$ cat config.mk
export PLATFORM = sky130hd
export DESIGN_NAME = rxirq_flags
export DESIGN_NICKNAME = d
export VERILOG_FILES = /design/src/rtl/rxirq_pkg.sv /design/src/rtl/rxirq_flags.sv
export VERILOG_INCLUDE_DIRS = /design/src /design/src/rtl
export SDC_FILE = /design/constraint.sdc
export NUM_CORES = 1
export LEC_CHECK = 0
export ABC_CLOCK_PERIOD_IN_PS = 4000
export BUFFER_PORTS_ARGS = -buffer_cell sky130_fd_sc_hd__buf_2
export CORE_MARGIN = 2
export CORE_UTILIZATION = 50
export DETAILED_ROUTE_END_ITERATION = 12
export GPL_TIMING_DRIVEN = 1
export PLACE_DENSITY_LB_ADDON = 0.25
export SYNTH_ARGS = -nofsm -noshare
export SYNTH_HDL_FRONTEND = slang
export SYNTH_SLANG_ARGS = --single-unit
$ cat constraint.sdc
create_clock -name sys_clk -period 4 [get_ports sys_clk]
set_input_delay 0 -clock sys_clk [delete_from_list [all_inputs] [get_ports sys_clk]]
set_output_delay 0 -clock sys_clk [all_outputs]
set_load 0.1 [all_outputs]
$ cat src/rtl/rxirq_defs.svh
`ifndef RXIRQ_DEFS_SVH
`define RXIRQ_DEFS_SVH

// ----------------------------------------
// register offsets
// ----------------------------------------
`define RXIRQ_ADDR_EVT_CLR 7'h42
`define RXIRQ_ADDR_EVT_FLG 7'h43
`define RXIRQ_ADDR_FIFO_ST 7'h44

// ----------------------------------------
// field positions
// ----------------------------------------
`define RXIRQ_BIT_SL_TMO 3'd7
`define RXIRQ_BIT_RX_TMO 3'd6
`define RXIRQ_BIT_STRENGTH 3'd5
`define RXIRQ_BIT_PREAMBLE 3'd4
`define RXIRQ_BIT_SYNC 3'd3
`define RXIRQ_BIT_NODE 3'd2
`define RXIRQ_BIT_CHECKSUM 3'd1
`define RXIRQ_BIT_PKT_DONE 3'd0
`define RXIRQ_BIT_Q_FULL 3'd6
`define RXIRQ_BIT_Q_NMTY 3'd5
`define RXIRQ_BIT_Q_TH 3'd4
`define RXIRQ_BIT_Q_OVF 3'd3
`define RXIRQ_BIT_Q_FLUSH 3'd2

// ----------------------------------------
// reset values
// ----------------------------------------
`define RXIRQ_FLAGS_RST 8'h00
`define RXIRQ_SEL_RST 4'h0

`endif

$ cat src/rtl/rxirq_pkg.sv
package rxirq_pkg;
    // operating state as reported by the state controller
    typedef enum logic [2:0] {
        RXIRQ_ST_PUP = 3'b000,
        RXIRQ_ST_SLEEP = 3'b001,
        RXIRQ_ST_STBY = 3'b010,
        RXIRQ_ST_TUNE = 3'b011,
        RXIRQ_ST_RX = 3'b100,
        RXIRQ_ST_NVM = 3'b101
    } rxirq_opstate_e;

    // data handling mode
    typedef enum logic [1:0] {
        RXIRQ_MODE_DIRECT = 2'b00,
        RXIRQ_MODE_BUFFER = 2'b01,
        RXIRQ_MODE_PACKET = 2'b10
    } rxirq_mode_e;

    // one-cycle event pulses from the receive chain
    typedef struct packed {
        logic sleep_timeout;
        logic receive_timeout;
        logic strength_valid;
        logic preamble_pass;
        logic sync_pass;
        logic node_match;
        logic checksum_pass;
        logic packet_done;
    } rxirq_events_s;

    // per-event enables, same bit order as the event flags
    typedef struct packed {
        logic sleep_timeout_enable;
        logic receive_timeout_enable;
        logic strength_valid_enable;
        logic preamble_pass_enable;
        logic sync_pass_enable;
        logic node_match_enable;
        logic checksum_pass_enable;
        logic packet_done_enable;
    } rxirq_enables_s;

    // register write/read port
    typedef struct packed {
        logic wr_en;
        logic rd_en;
        logic [6:0] addr;
        logic [7:0] wdata;
    } rxirq_regreq_s;

    // fifo occupancy inputs from the queue
    typedef struct packed {
        logic queue_full;
        logic queue_overflow;
        logic queue_byte_written_pulse;
    } rxirq_queue_s;
endpackage

$ cat src/rtl/rxirq_flags.sv
// Functional notes
// - event clears act only in standby/tune/rx/nvm
// - sleep timeout sets bit 7 when enabled
// - write one bit 7 clears sleep flag
// - receive timeout sets bit 6 when enabled
// - write one bit 6 clears receive flag
// - strength valid sets bit 5 under fsk
// - write one bit 5 clears strength flag
// - preamble pass sets bit 4 when enabled
// - sync pass sets bit 3 when enabled
// - node match sets bit 2 in packet mode
// - checksum pass sets bit 1 in packet mode
// - packet done sets bit 0 in packet mode
// - bits 4..0 one clears matching flag
// - full status follows fifo full
// - not empty status follows byte count
// - threshold status when count reaches threshold
// - overflow status follows overflow condition
// - fifo status only in buffer/packet mode
// - flush bit acts only in active states
// - sleep state clears fifo and packet handler
// - disabled event never raises its flag
// - two selectors route events to outputs
// - byte written strobe pulses per stored byte
`include "rxirq_defs.svh"

module rxirq_flags #(
    parameter int CNT_W = 6
) (
    input wire logic sys_clk,
    input wire logic rstn,
    input wire rxirq_pkg::rxirq_regreq_s reg_req,
    output logic [7:0] reg_rdata,
    input wire rxirq_pkg::rxirq_opstate_e op_state,
    input wire rxirq_pkg::rxirq_mode_e data_mode,
    input wire logic fsk_demod,
    input wire rxirq_pkg::rxirq_events_s events,
    input wire rxirq_pkg::rxirq_enables_s enables,
    input wire logic [3:0] irq_out_a_select,
    input wire logic [3:0] irq_out_b_select,
    input wire logic strength_indicator,
    input wire rxirq_pkg::rxirq_queue_s queue_in,
    input wire logic [CNT_W-1:0] queue_count,
    input wire logic [CNT_W-1:0] queue_threshold,
    output logic queue_flush,
    output logic packet_handler_reset,
    output logic irq_out_a,
    output logic irq_out_b
);
    import rxirq_pkg::*;

    // ----------------------------------------
    // decode
    // ----------------------------------------
    logic active_state;
    logic clr_wr;
    logic fifo_wr;
    logic buf_mode;
    logic pkt_mode;
    logic [7:0] set_vec;
    logic [7:0] clr_vec;
    logic [7:0] flags_q;
    logic [7:0] fifo_stat;
    logic flush_q;
    localparam logic [7:0] FLAGS_RST = `RXIRQ_FLAGS_RST;

    // standby, tune, receive and nvm accept clear and flush writes
    assign active_state = (op_state == RXIRQ_ST_STBY) || (op_state == RXIRQ_ST_TUNE) ||
                          (op_state == RXIRQ_ST_RX) || (op_state == RXIRQ_ST_NVM);
    assign clr_wr = reg_req.wr_en && (reg_req.addr == `RXIRQ_ADDR_EVT_CLR) && active_state;
    assign fifo_wr = reg_req.wr_en && (reg_req.addr == `RXIRQ_ADDR_FIFO_ST);
    assign buf_mode = (data_mode == RXIRQ_MODE_BUFFER);
    assign pkt_mode = (data_mode == RXIRQ_MODE_PACKET);

    // ----------------------------------------
    // event flags
    // ----------------------------------------
    // qualify each event with its enable and the mode it belongs to
    always_comb begin
        set_vec = 8'h00;
        set_vec[`RXIRQ_BIT_SL_TMO] = events.sleep_timeout &&
                                     enables.sleep_timeout_enable;
        set_vec[`RXIRQ_BIT_RX_TMO] = events.receive_timeout &&
                                     enables.receive_timeout_enable;
        set_vec[`RXIRQ_BIT_STRENGTH] = events.strength_valid && fsk_demod &&
                                       enables.strength_valid_enable;
        set_vec[`RXIRQ_BIT_PREAMBLE] = events.preamble_pass &&
                                       enables.preamble_pass_enable;
        set_vec[`RXIRQ_BIT_SYNC] = events.sync_pass && enables.sync_pass_enable;
        set_vec[`RXIRQ_BIT_NODE] = events.node_match && pkt_mode &&
                                   enables.node_match_enable;
        set_vec[`RXIRQ_BIT_CHECKSUM] = events.checksum_pass && pkt_mode &&
                                       enables.checksum_pass_enable;
        set_vec[`RXIRQ_BIT_PKT_DONE] = events.packet_done && pkt_mode &&
                                       enables.packet_done_enable;
    end

    // a one in the clear register drops the matching flag, zero keeps it
    assign clr_vec = clr_wr ? reg_req.wdata : 8'h00;

    // sticky flags, one flop each; a set in the clearing cycle wins so no event is lost
    for (genvar i = 0; i < 8; i++) begin : g_flag
        always_ff @(posedge sys_clk) begin
            if (!rstn) begin
                flags_q[i] <= FLAGS_RST[i];
            end else if (set_vec[i]) begin
                flags_q[i] <= 1'b1;
            end else if (clr_vec[i]) begin
                flags_q[i] <= 1'b0;
            end
        end
    end

    // ----------------------------------------
    // fifo status and flush
    // ----------------------------------------
    // live status, no storage: each bit follows its source condition
    always_comb begin
        fifo_stat = 8'h00;
        if (buf_mode || pkt_mode) begin
            fifo_stat[`RXIRQ_BIT_Q_FULL] = queue_in.queue_full;
            fifo_stat[`RXIRQ_BIT_Q_NMTY] = (queue_count != '0);
            fifo_stat[`RXIRQ_BIT_Q_TH] = (queue_count >= queue_threshold);
            fifo_stat[`RXIRQ_BIT_Q_OVF] = queue_in.queue_overflow;
        end
    end

    // flush pulse; sleep holds it so the queue stays empty while asleep
    always_ff @(posedge sys_clk) begin
        if (!rstn) begin
            flush_q <= 1'b0;
        end else begin
            flush_q <= (fifo_wr && active_state &&
                        reg_req.wdata[`RXIRQ_BIT_Q_FLUSH]) ||
                       (op_state == RXIRQ_ST_SLEEP);
        end
    end
    assign queue_flush = flush_q;
    assign packet_handler_reset = (op_state == RXIRQ_ST_SLEEP);

    // ----------------------------------------
    // read data
    // ----------------------------------------
    // clear register is write only and reads zero; reserved bits read zero
    always_ff @(posedge sys_clk) begin
        if (!rstn) begin
            reg_rdata <= 8'h00;
        end else if (reg_req.rd_en) begin
            case (reg_req.addr)
                `RXIRQ_ADDR_EVT_FLG: reg_rdata <= flags_q;
                `RXIRQ_ADDR_FIFO_ST: reg_rdata <= fifo_stat;
                default: reg_rdata <= 8'h00;
            endcase
        end
    end

    // ----------------------------------------
    // interrupt output routing
    // ----------------------------------------
    // code-to-source mapping differs per data mode; the byte strobe is live only
    function automatic logic route(input logic [3:0] sel, input rxirq_mode_e m,
                                   input logic [7:0] f, input logic [7:0] q,
                                   input logic wb, input logic ind);
        logic r;
        r = 1'b0;
        case (sel)
            4'h1: r = f[`RXIRQ_BIT_STRENGTH];
            4'h2: r = f[`RXIRQ_BIT_PREAMBLE];
            4'h3: r = f[`RXIRQ_BIT_SYNC];
            default: r = 1'b0;
        endcase
        if (m == RXIRQ_MODE_PACKET) begin
            case (sel)
                4'h4: r = f[`RXIRQ_BIT_NODE];
                4'h5: r = f[`RXIRQ_BIT_CHECKSUM];
                4'h6: r = f[`RXIRQ_BIT_PKT_DONE];
                4'h7: r = f[`RXIRQ_BIT_SL_TMO];
                4'h8: r = f[`RXIRQ_BIT_RX_TMO];
                4'h9: r = q[`RXIRQ_BIT_Q_NMTY];
                4'ha: r = q[`RXIRQ_BIT_Q_TH];
                4'hb: r = q[`RXIRQ_BIT_Q_FULL];
                4'hc: r = wb;
                4'hd: r = q[`RXIRQ_BIT_Q_OVF];
                4'he: r = ind;
                default: r = r;
            endcase
        end else begin
            case (sel)
                4'h4: r = f[`RXIRQ_BIT_SL_TMO];
                4'h5: r = f[`RXIRQ_BIT_RX_TMO];
                4'h6: r = (m == RXIRQ_MODE_DIRECT) ? ind : q[`RXIRQ_BIT_Q_NMTY];
                4'h7: r = (m == RXIRQ_MODE_BUFFER) && q[`RXIRQ_BIT_Q_TH];
                4'h8: r = (m == RXIRQ_MODE_BUFFER) && q[`RXIRQ_BIT_Q_FULL];
                4'h9: r = (m == RXIRQ_MODE_BUFFER) && wb;
                4'ha: r = (m == RXIRQ_MODE_BUFFER) && q[`RXIRQ_BIT_Q_OVF];
                4'hb: r = (m == RXIRQ_MODE_BUFFER) && ind;
                default: r = r;
            endcase
        end
        return r;
    endfunction

    // byte strobe passes straight through, never latched into a flag
    always_comb begin
        irq_out_a = route(irq_out_a_select, data_mode, flags_q, fifo_stat,
                          queue_in.queue_byte_written_pulse, strength_indicator);
        irq_out_b = route(irq_out_b_select, data_mode, flags_q, fifo_stat,
                          queue_in.queue_byte_written_pulse, strength_indicator);
    end
endmodule

=== Word level (Yosys, flattened, before mapping) ===
Index checks and enable logic that the tools add are counted.

* Bits in registers: 17
* Bits in latches: 0
* Bits in writable memories: 0
* Bits in read-only memories: 0
* Bits of input ports: 65
* Output and inout bits: 12
* Memories: 0

* $add $sub $neg: 0
* $mul: 0
* Divide/modulo/power cells: 0
* Order comparisons: 1
* Equal/unequal tests: 38
* Shift-type cells: 0
* Muxes and demuxes: 28
* Bitwise gates (word level): 0
* Reductions and logical operators: 37

{| class="wikitable"
|+ Operators with widths
! kind !! count
|-
| equality test 4 bit, second input constant || 14
|-
| equality test 4 x 3 -> 1 bit, second input constant || 8
|-
| logical AND 1 bit || 22
|-
| case mux 1 bit (11 select lines) || 2
|-
| equality test 7 bit, second input constant || 3
|-
| 2-to-1 mux 1 bit || 19
|-
| equality test 4 x 2 -> 1 bit, second input constant || 4
|-
| case mux 1 bit (8 select lines) || 2
|-
| case mux 8 bit (2 select lines) || 1
|-
| nonzero test 2 bit || 8
|-
| equality test 4 x 1 -> 1 bit, second input constant || 2
|-
| 2-to-1 mux 8 bit || 1
|-
| equality test 3 x 2 -> 1 bit, second input constant || 2
|-
| equality test 3 bit, second input constant || 2
|-
| greater-or-equal comparator 6 bit || 1
|-
| case mux 1 bit (3 select lines) || 2
|-
| nonzero test 6 bit || 1
|-
| logical OR 1 bit || 5
|-
| 2-to-1 mux 4 bit || 1
|-
| equality test 3 x 1 -> 1 bit, second input constant || 1
|-
| equality test 2 x 1 -> 1 bit, second input constant || 1
|-
| equality test 2 bit, second input constant || 1
|-
| logical NOT 2 bit || 1
|}

=== Depth between registers and ports, before layout ===
Gate-level depths: netlist of the first run.

* Depth in word-level cells: 8
* Gate-level depth with buffers: 8

=== Worst setup path after synthesis of the first run ===
Ideal clock, no wire load.

* Path kind: input -> output
* Start: input port data_mode[0]
* End: output port irq_out_a
* Arrival time: 2.543 ns
* Setup slack: 1.457 ns
* Stages on the path: 7
* Path buffers: 1
* Cells stage by stage: inv_1 > ha_1 > buf_2 > o31a_2 > mux2i_1 > o221a_2 > o221ai_1

* Longest elaborated chain between the ends: 6
* Elaborated cells on any way between the ends: 14
* Those cells by class: eq/ne (2); mux (5); reduce/logical (7)

{| class="wikitable"
|+ Ends and longest elaborated chain
! item !! RTL line !! RTL
|-
| start, declared || rxirq_flags.sv:35 || <nowiki>input wire rxirq_pkg::rxirq_mode_e data_mode,</nowiki>
|-
| equality test 2 x 1 -> 1 bit or equality test 2 bit (tied branches) || - ||
|-
| logical OR 1 bit || rxirq_flags.sv:120 || <nowiki>if (buf_mode || pkt_mode) begin</nowiki>
|-
| 2-to-1 mux 4 bit || rxirq_flags.sv:120 ||
|-
| 2-to-1 mux 1 bit (tied with other cells) || rxirq_flags.sv:191 || <nowiki>4'h6: r = (m == RXIRQ_MODE_DIRECT) ? ind : q[`RXIRQ_BIT_Q_NMTY];</nowiki>
|-
| case mux 1 bit (8 select lines) || rxirq_flags.sv:188 || <nowiki>case (sel)</nowiki>
|-
| 2-to-1 mux 1 bit * || rxirq_flags.sv:172 || <nowiki>if (m == RXIRQ_MODE_PACKET) begin</nowiki>
|-
| end, declared || rxirq_flags.sv:47 || <nowiki>output logic irq_out_a,</nowiki>
|}

Mark *: on every way between the ends. The rest lies on a longest branch, timed or not.

=== Worst setup path in the final report of the first run ===
Ends and elaborated chain as after synthesis.

==> results.md, run 1 <==
* Nature of the critical path endpoint: primary output
* Final Util at 0.7117
* Placement Cell Area at between 0.0015 and 0.002 mm²
* Type of the worst setup path: in -> out
* Setup_tns at 0 ns
* Area leader, netlist: dfxtp_1
* Grt ovf at 0
* Root Buffer: clkbuf_4
* Die height at around 60 µm
* Final hold viol count at 0
* GRT Overall Usage at 0.2653
* Mapped cell area at between 0.0015 and 0.002 mm²
* First drt pass iteration count at 4
* Worst-path clk slew at 0.09 ns
* Post-layout instance area at about 0.0021 mm²
* Reg2reg end: reg_rdata[6]$_SDFFE_PN0P_
* Synth Area in XOR/XNOR at 0.005604
* Yosys top cell area share at 0.2178
* Routed WL per cell at around 15 µm
* Async SR Flop Fraction at 0
* Rel. slew slack at 0.6678
* Final Setup Violations at 0
* Synthesis-stage register bit count at 17
* Vias at ~1800
* Finished Layout Cells at 316
* Arr. time, crit path at approximately 2.1 ns
* Crit path launch: data_mode[0]
* Most common cell in the netlist: inv_1
* Synth-to-Final Area Change at 36.75%
* Iter 0 DRT Violations at about 130
* Antenna viol nets, final at 0
* P_leak at 0.9910 nW
* Clock Skews at 0.005751 ns
* CTS Sinks at 17
* Pins Over Slew Limit at 0
* Layout cells sized above 1 at 0.3357
* Synth Net Count at ~270
* Synth unique cells at 46
* Vias in the first global route at 1698
* GPL Wtd Cong at between 0.9 and 1
* Initial Util at 0.5204
* Final wirelength at 4613 µm
* N_diodes at 0
* Reg2reg start: flags_q[6]$_SDFFE_PN0P_
* Die Span X at 59.91 µm
* Hold Path Class: in -> reg
* Main area contributors after synthesis: dfxtp_1 22%, ha_1 10%, a21oi_1 5.8%
* Cell Pwr Density at 214.0 mW/mm²
* IO buf count at 76
* Worst Setup EP: irq_out_a
* Max H-tree Level at 1
* Worst Hold Slack at 0.06218 ns
* CP startpoint kind: primary input
* Minimum clock period at 2.078 ns
* Initial antenna violation count at 0
* Maximum number of pins on one net before global-route repair at 18
* Avg Inst Size Synth at around 8 µm²
* Placed Cells incl. Taps at between 200 and 300
* Top FF cell, synth: dfxtp_1
* Syn. warnings at 0
* Seq/Total Area, Yosys at 0.2178
* Final worst-path cycle share at 0.5194
* # DRC at 0
* Mux cell area share after synthesis at 0.09608
* Synthesized instance count at 196
* Worst path required time at around 4 ns
* Status: finished, final reports clean
* Site Rows at 20
* Drt via density at 5.797
* First-pass GRT wire length at around 7300 µm
* Compound-Gate Fraction of Synth Area at 0.2546
* Fmax at between 400 and 500 MHz
* # Max-Cap Violations at 0
* Reg2reg path depth at 2
* Simple-Gate Fraction of Synth Area at 0.2434
* Final #Nets at roughly 360
* Core Box Area at roughly 0.0030 mm²
* Largest family of logic cells by synthesized area: compound AO/OA/AOI/OAI gates
* Reg2reg setup slack at slightly above 3 ns
* Setup Fix Bufs, Post-CTS at 0
* RSZ-0062 raised after global routing: no
* Number of synthesized flops with an enable pin at 0
* IR drop worst, VDD at ~220 µV
* Skew-Pair Late Insertion Delay at ~0.29 ns
* Die Area at roughly 0.0036 mm²
* CTS Buf Count at 3
* CTS max path bufs at 2
* CP Max Fanout at 10
* Detailed placement HPWL at around 3300 µm
* TritonCTS clock tree: done
* Adder-cell share of the synthesized area at 0.1041
* I/O Pins at a little under 80
* Top post-synthesis cells by count: 20 x inv_1, 18 x a21oi_1, 17 x dfxtp_1
* Slew at the pin closest to its max-slew limit at approximately 0.50 ns
==> registers in the layout, indices dropped and copies added (netlist names) <==
name / count
queue_flush: 1
reg_rdata: 8
flags_q: 8
==> report_power, final <==
part           switching (W)  total [W]  internal (W)  leakage (nW)
clock network      0.0000522  0.0000909     0.0000388        0.0150
registers         0.00000733   0.000183      0.000176         0.139
logic               0.000107   0.000183     0.0000762         0.837
total               0.000167   0.000457      0.000291         0.991
==> area by class of cell <==
| class | instances | area, µm² |
|---|---|---|
| multi-input combinational | 148 | 1100 |
| fill | 271 | 865.8 |
| timing repair buffer | 93 | 550.5 |
| sequential | 17 | 340.3 |
| inverter | 21 | 78.83 |
| tap | 33 | 41.29 |
| clock buffer | 4 | 26.28 |
==> layer usage <==
layer / wire, µm / track usage / share of wire
met4: 36 / 0.05397 / 0.0078
met1: 1891 / 0.3166 / 0.41
met3: 284 / 0.04329 / 0.062
met5: 0 / 0 / 0
met2: 2401 / 0.4938 / 0.52
==> worst min path at each step <==
stage,to,cells after the start,start,slack [ns]
floorplan,flags_q[3]$_SDFFE_PN0P_,2,enables[3],0.14
global placement,flags_q[3]$_SDFFE_PN0P_,3,enables[3],0.25
detailed placement,flags_q[3]$_SDFFE_PN0P_,3,enables[3],0.25
CTS,flags_q[1]$_SDFFE_PN0P_,4,reg_req[1],0.05
global route,flags_q[7]$_SDFFE_PN0P_,4,reg_req[7],0.08
finish,flags_q[7]$_SDFFE_PN0P_,4,reg_req[7],0.06
==> critical path, stage by stage <==
cell and delay (ns):
buf_2 0.09, inv_1 0.05, ha_1 0.45, nand3_1 0.15, a211oi_1 0.36, o21ai_0 0.21, a31o_2 0.24, o221ai_1 0.07
buf_2 0.46
==> stage by stage <==
stage	setup WS, ns	power (W)
floorplan	1.457	0.0002972
global placement	2.065	0.0003539
detailed placement	1.976	0.0003561
CTS	1.978	0.0004548
global route	1.832	0.0004798
finish	1.922	0.0004574
==> cells in the final DEF (no fill, tap or decap), types with 5 or more instances in the layout <==
master and instances:
nor2_1 9, a21oi_1 18, buf_2 76, nand2_1 12, nand2b_1 7, mux2i_1 6
o21ai_0 12, dlygate4sd3_1 17, ha_1 13, o211ai_1 5, dfxtp_1 17, inv_1 20
nand3_1 11, a211oi_1 6
==> kinds of logic (layout without fill, tap and decap cells) <==
family / count (synthesis) / in the layout
adders and majority gates: 13 / 13
AOI/OAI and AO/OA: 60 / 60
muxes: 12 / 12
and+or+nand+nor: 62 / 62
xor gates and xnor gates: 1 / 1
DFF: 17 / 17
buffers and inverters: 31 / 118
==> timing repair <==
| item | CTS | global route |
|---|---|---|
| hold endpoints to repair | 9 | 0 |
| hold buffers | 17 | 0 |
| gates resized for setup | 0 | 0 |
Note: power is estimated with default switching activity, not from simulation.
==> run 2: changes to the inputs <==
Settings changed: ABC_CLOCK_PERIOD_IN_PS 4000 to 2100, CORE_UTILIZATION 50 to 46.
Clock period 4 ns to 2.1 ns, I/O delays scaled along.
==> run 2 against run 1 <==
  * First-iteration DRC count shrank 13%
  * Wire length grew 2.3%
  * Total power grew 96%
  * Cell area grew 2.9%
  * Sequential share of layout area shrank 0.44 points
  * Sequential power grew 91%
  * Critical path depth shrank 3
  * Core utilization shrank 4.8 points
  * Flip-flop and latch count is the same
  * Clock-buffer cell count shrank 1
  * Global-route usage shrank 1.7 points
  * Die area grew 8.1%
  * Critical endpoint is now irq_out_b
  * Largest cell class unchanged
==> results.md, run 2 (synthesis results as in run 1) <==
* First drt pass iteration count at 5 (+1)
* Initial Util at 0.4720 (-0.04838)
* Hold Path Class: in -> reg
* Place WS at 0.08473 ns (-1.891 ns)
* Fmax at around 490 MHz
* Seq. cell area at 340.3 µm² (unchanged)
* TritonCTS clock tree: done
* Arr. time, crit path at 2.03 ns (-0.05 ns)
* Final worst-path cycle share at 0.9646
* Site Rows at 21 (+5.0%)
* Cell Pwr Density at 407.3 mW/mm² (+90%)
* Max H-tree Level at 1 (unchanged)
* Antenna viol nets, final at 0 (unchanged)
* Routed WL per cell at 14.30 µm (-2.0%)
* I/O Pins at 77 (unchanged)
* RSZ-0062 raised after global routing: no
* Setup Fix Bufs, Post-CTS at 0 (unchanged)
* Skew-Pair Late Insertion Delay at 0.30 ns (about the same)
* Die height at 62.29 µm (+4.0%)
* GPL Wtd Cong at 0.8347 (-11%)
* Status: finished, final reports clean
* Worst Hold Slack at 0.03142 ns (-0.03076 ns)
* Multi-input gate area in the final layout at 0.001119 mm² (+1.7%)
* IO buf count at 76 (unchanged)
* Layout cells sized above 1 at 0.3556 (+0.01994)
* Grt ovf at 0 (unchanged)
* Placement Cell Area at 0.001991 mm² (+2.6%)
* Core Box Area at 0.003311 mm² (+10%)
* Worst-path clk slew at 0.10 ns (about the same)
* Worst path required time at 2.10 ns (-1.90 ns)
* CTS Buf Count at 3 (unchanged)
* WP buf/inv at 1 (-2)
* Crit-path cells: mux2_2, a21oi_1, nand2_1, a221o_1, a32o_1, clkbuf_4
* IR drop worst, VDD at 350.1 µV (+60%)
* Slew at the pin closest to its max-slew limit at 0.4864 ns (-0.01538 ns)
* GRT Overall Usage at 0.2485 (-0.01683)
* CTS Sinks at 17 (unchanged)
* P_leak at 1.003 nW (+1.3%)
* Die Span X at 62.29 µm (+4.0%)
* Die Area at 0.003879 mm² (+8.1%)
* Vias in the first global route at 1794 (+5.7%)
* Post-layout instance area at 0.002198 mm² (+2.9%)
* CP Max Fanout at 4 (-6)
* Minimum clock period at ~2 ns
* N_diodes at 0 (unchanged)
* Rel. slew slack at 0.6780 (+0.01019)
* Commonest non-fill, non-tap cell in the layout: buf_2
* Fillers at 314 (+16%)
* Vias at 1852 (+1.1%)
* Clock Skews at 0.004974 ns (-0.0007767 ns)
* Root Buffer: clkbuf_4
* Pins Over Slew Limit at 0 (unchanged)
* PnR worst setup slack at 0.07433 ns (-1.848 ns)
* # DRC at 0 (unchanged)
* Final wirelength at 4720 µm (+2.3%)
* Synth-to-Final Area Change at 40.67%
* Drt via density at 5.612 (-3.2%)
* Setup_tns at 0 ns (unchanged)
* Type of the worst setup path: reg -> out
* CP startpoint kind: flop
* Final Setup Violations at 0 (unchanged)
* Final #Nets at 363 (+0.28%)
* Critical path's top delay family: compound AO/OA/AOI/OAI gates
* First-pass GRT wire length at 7928 µm (+8.8%)
* Final hold viol count at 0 (unchanged)
* Detailed placement HPWL at 3346 µm (+2.1%)
* Nature of the critical path endpoint: primary output
* Initial antenna violation count at 0 (unchanged)
* # Max-Cap Violations at 0 (unchanged)
* Maximum number of pins on one net before global-route repair at 18 (unchanged)
* CTS max path bufs at 2 (unchanged)
* Most frequent cells in the layout: 74 x buf_2, 20 x inv_1, 18 x a21oi_1
* Slowest-stage cell, CP: dfxtp_1
* Critical Path Max Stage Delay at 0.36 ns (-0.10 ns)
* Iter 0 DRT Violations at 112 (-13%)
[run 2: final cells by class]
class,instances,share of cell area
multi-input combinational,148,0.5088
sequential,17,0.1548
clock inverter,1,0.002277
clock buffer,3,0.01024
tap,46,0.02618
inverter,21,0.03586
timing repair buffer,94,0.2618
[run 2: power breakdown]
part / internal (W) / switching (W) / total, W
sequential: 0.000335 / 0.0000143 / 0.000349
clock: 0.0000711 / 0.000110 / 0.000181
combinational: 0.000155 / 0.000210 / 0.000365
[run 2: repair_timing]
item                                   CTS  global route
endpoints found under the hold margin    9             0
hold buffers                            17             0
gates resized for setup                  0             3
setup endpoints to repair                0             1
[run 2: worst paths after layout]
path,depth (start not counted),to,from,slack [ns]
setup / recovery,6,irq_out_b,flags_q[2]$_SDFFE_PN0P_,0.07
hold / removal,4,flags_q[5]$_SDFFE_PN0P_,reg_req[5],0.03
setup reg to reg,2,reg_rdata[6]$_SDFFE_PN0P_,flags_q[6]$_SDFFE_PN0P_,1.20
hold reg to reg,2,reg_rdata[1]$_SDFFE_PN0P_,reg_rdata[1]$_SDFFE_PN0P_,0.47
[run 2: metal layers]
metal / vias up / GRT usage / share of wire
met4: 0 / 0.05000 / 0.011
met2: 74 / 0.4497 / 0.53
met5: - / 0 / 0
met1: 862 / 0.3016 / 0.41
li1: 906 / - / -
met3: 10 / 0.05616 / 0.055
[run 2: through the flow]
step	instances	power, W	util
after CTS	330	0.0008826	0.6610
after floorplan	196	0.0005677	-
after global routing	330	0.0009440	0.6640
after global placement	309	0.0006846	0.6013
after detailed placement	309	0.0006892	0.6013
final	330	0.0008954	0.6640
[run 2: worst reg2reg max path, stage by stage (launching register included)]
cell      delay [ns]
dfxtp_1         0.47
a32oi_1         0.11
a211oi_1        0.23
==> run 3: changes to the inputs <==
Settings changed: CORE_MARGIN 2 to 5.
==> run 3 against run 2 <==
  * Highest routed layer unchanged
  * Clock power is 4% lower
  * Via count down 2.4%
  * Flip-flop and latch count is the same
  * Non-clock buffer count down 2
  * Cell area decreased by 1.3%
  * Clock-buffer cell count stayed put
  * Wire length fell by 4.0%
  * First-iteration DRC count grew 21%
  * Largest cell class unchanged
==> results.md, run 3 (synthesis results as in run 1) <==
* Finished Layout Cells at 328 (-0.61%)
* Cell Pwr Density at 405.3 mW/mm² (-0.49%)
* Core Box Area at 0.003311 mm² (unchanged)
* Drt via density at 5.512 (-1.8%)
* First-pass GRT wire length at 6982 µm (-12%)
* Critical path's top delay family: compound AO/OA/AOI/OAI gates
* Die Area at 0.004663 mm² (+20%)
* Setup_tns at 0 ns (unchanged)
* Max H-tree Level at 1 (unchanged)
* First drt pass iteration count at 4 (-1)
* Setup Fix Bufs, Post-CTS at 0 (unchanged)
* Initial antenna violation count at 0 (unchanged)
* # DRC at 0 (unchanged)
* Root Buffer: clkbuf_4
* Final hold viol count at 0 (unchanged)
* Final worst-path cycle share at 0.9257 (-0.03893)
* Synth-to-Final Area Change at 38.91%
* Tot Pwr at 0.0008798 W (-1.7%)
* Final #Nets at 361 (-0.55%)
* Die Span X at 68.29 µm (+9.6%)
* Status: finished, final reports clean
* Fmax at 514.4 MHz (+4.2%)
* IR drop worst, VDD at 275.8 µV (-21%)
* Clock Skews at 0.007781 ns (+0.002807 ns)
* Final Setup Violations at 0 (unchanged)
* Skew-Pair Late Insertion Delay at 0.29 ns (about the same)
* Minimum clock period at 1.944 ns (-0.08176 ns)
* WL met2 at 2227 µm (-11%)
* Routed WL per cell at 13.82 µm (-3.4%)
* Placed Cells incl. Taps at 309 (unchanged)
* Rel. slew slack at 0.6776 (about the same)
* CTS max path bufs at 2 (unchanged)
* Nature of the critical path endpoint: primary output
* GRT Overall Usage at 0.1918 (-0.05665)
* Hold Path Class: in -> reg
* Worst-path clk slew at 0.10 ns (about the same)
* Met3 WL post-DR at 416 µm (+60%)
* CTS Sinks at 17 (unchanged)
* P_leak at 0.9991 nW (-0.43%)
* Commonest non-fill, non-tap cell in the layout: buf_2
* Antenna viol nets, final at 0 (unchanged)
* Vias at 1808 (-2.4%)
* Final wirelength at 4532 µm (-4.0%)
* Detailed placement HPWL at 3568 µm (+6.6%)
* Critical Path Max Stage Delay at 0.35 ns (about the same)
* N_diodes at 0 (unchanged)
* RSZ-0062 raised after global routing: no
* Site Rows at 21 (unchanged)
* Pins Over Slew Limit at 0 (unchanged)
* Arr. time, crit path at 1.94 ns (-0.09 ns)
* Worst path required time at 2.10 ns (about the same)
* # Max-Cap Violations at 0 (unchanged)
* Metal-1 WL at 1853 µm (-3.2%)
* Slew at the pin closest to its max-slew limit at 0.4869 ns (+0.0004990 ns)
* CTS Buf Count at 3 (unchanged)
* Vias in the first global route at 1626 (-9.4%)
* Crit-path cells: mux2_2, a21oi_1, nand2_1, a221o_1, a32o_1, buf_4
* TritonCTS clock tree: done
* Most frequent cells in the layout: 74 x buf_2, 20 x inv_1, 18 x a21oi_1
* GPL Wtd Cong at 0.9147 (+9.6%)
* IO buf count at 76 (unchanged)
* Iter 0 DRT Violations at 135 (+21%)
* Hold depth at 3 (-1)
* Slowest-stage cell, CP: dfxtp_1
* Initial Util at 0.4720 (unchanged)
* Reg2reg path depth at 2 (unchanged)
* CP startpoint kind: flop
* WP depth at 6 (unchanged)
* Type of the worst setup path: reg -> out
* Layout cells sized above 1 at 0.3511 (-0.004570)
* Maximum number of pins on one net before global-route repair at 18 (unchanged)
* I/O Pins at 77 (unchanged)
* Grt ovf at 0 (unchanged)
* CP Max Fanout at 4 (unchanged)
* WP buf/inv at 1 (unchanged)
* Fillers at 317 (+0.96%)
* Die height at 68.29 µm (+9.6%)
* Uppermost layer routed: met4
==> run 3: changes by cell type in the layout (fill, tap and decap cells not counted), sizes merged <==
| cell | before | now |
|---|---|---|
| buf | 76 | 77 |
| dlygate4sd3 | 17 | 15 |
| clkbuf | 4 | 3 |
==> run 3: path summary, 6_finish.rpt <==
| check | startpoint | to | slack [ns] |
|---|---|---|---|
| setup / recovery | flags_q[2]$_SDFFE_PN0P_ | irq_out_b | 0.16 |
| hold / removal | events[0] | flags_q[0]$_SDFFE_PN0P_ | 0.02 |
| setup reg to reg | flags_q[6]$_SDFFE_PN0P_ | reg_rdata[6]$_SDFFE_PN0P_ | 1.24 |
| hold reg to reg | reg_rdata[0]$_SDFFE_PN0P_ | reg_rdata[0]$_SDFFE_PN0P_ | 0.47 |
==> run 3: layout make-up <==
class,count,area [µm²],share of cell area
clock inverter,1,5.005,0.002305
sequential,17,340.3,0.1568
timing repair buffer,92,555.5,0.2559
multi-input combinational,148,1111,0.5118
tap,46,57.56,0.02651
clock buffer,3,22.52,0.01037
inverter,21,78.83,0.03631
==> run 3: worst register-to-register path: cells and delay by family (launching register included) <==
family,cells,cell delay (ns)
AOI/OAI and AO/OA,2,0.32
DFF,1,0.47
==> run 3: repair_timing <==
action,in CTS,in global routing
hold buffers,15,0
endpoints found under the hold margin,8,0
endpoints found under the setup margin,0,1
resized for setup,0,2
==> run 3: metal layers <==
| metal | vias up | global-route usage |
|---|---|---|
| met1 | 821 | 0.2549 |
| li1 | 901 | - |
| met5 | - | 0 |
| met2 | 82 | 0.3261 |
| met3 | 4 | 0.03284 |
| met4 | 0 | 0.03474 |
==> run 3: report_power, final <==
group          total (W)  leakage [nW]  switching, W  internal, W
Clock           0.000173        0.0177      0.000103    0.0000708
Sequential      0.000349         0.139     0.0000138     0.000335
Combinational   0.000358         0.842      0.000204     0.000154
Total           0.000880         0.999      0.000321     0.000559
==> run 3: metrics by stage <==
stage / hold WS, ns / cell area (µm²) / util / worst slack (ns)
5_1_grt: 0.02552 / 2171 / 0.6557 / 0.03520
2_1_floorplan: 0.1360 / 1574 / - / 0.1531
3_3_place_gp: 0.2482 / 1991 / 0.6013 / 0.2248
4_1_cts: 0.01246 / 2168 / 0.6550 / 0.1033
3_5_place_dp: 0.2502 / 1991 / 0.6013 / 0.1980
6_report: 0.02217 / 2171 / 0.6557 / 0.1561
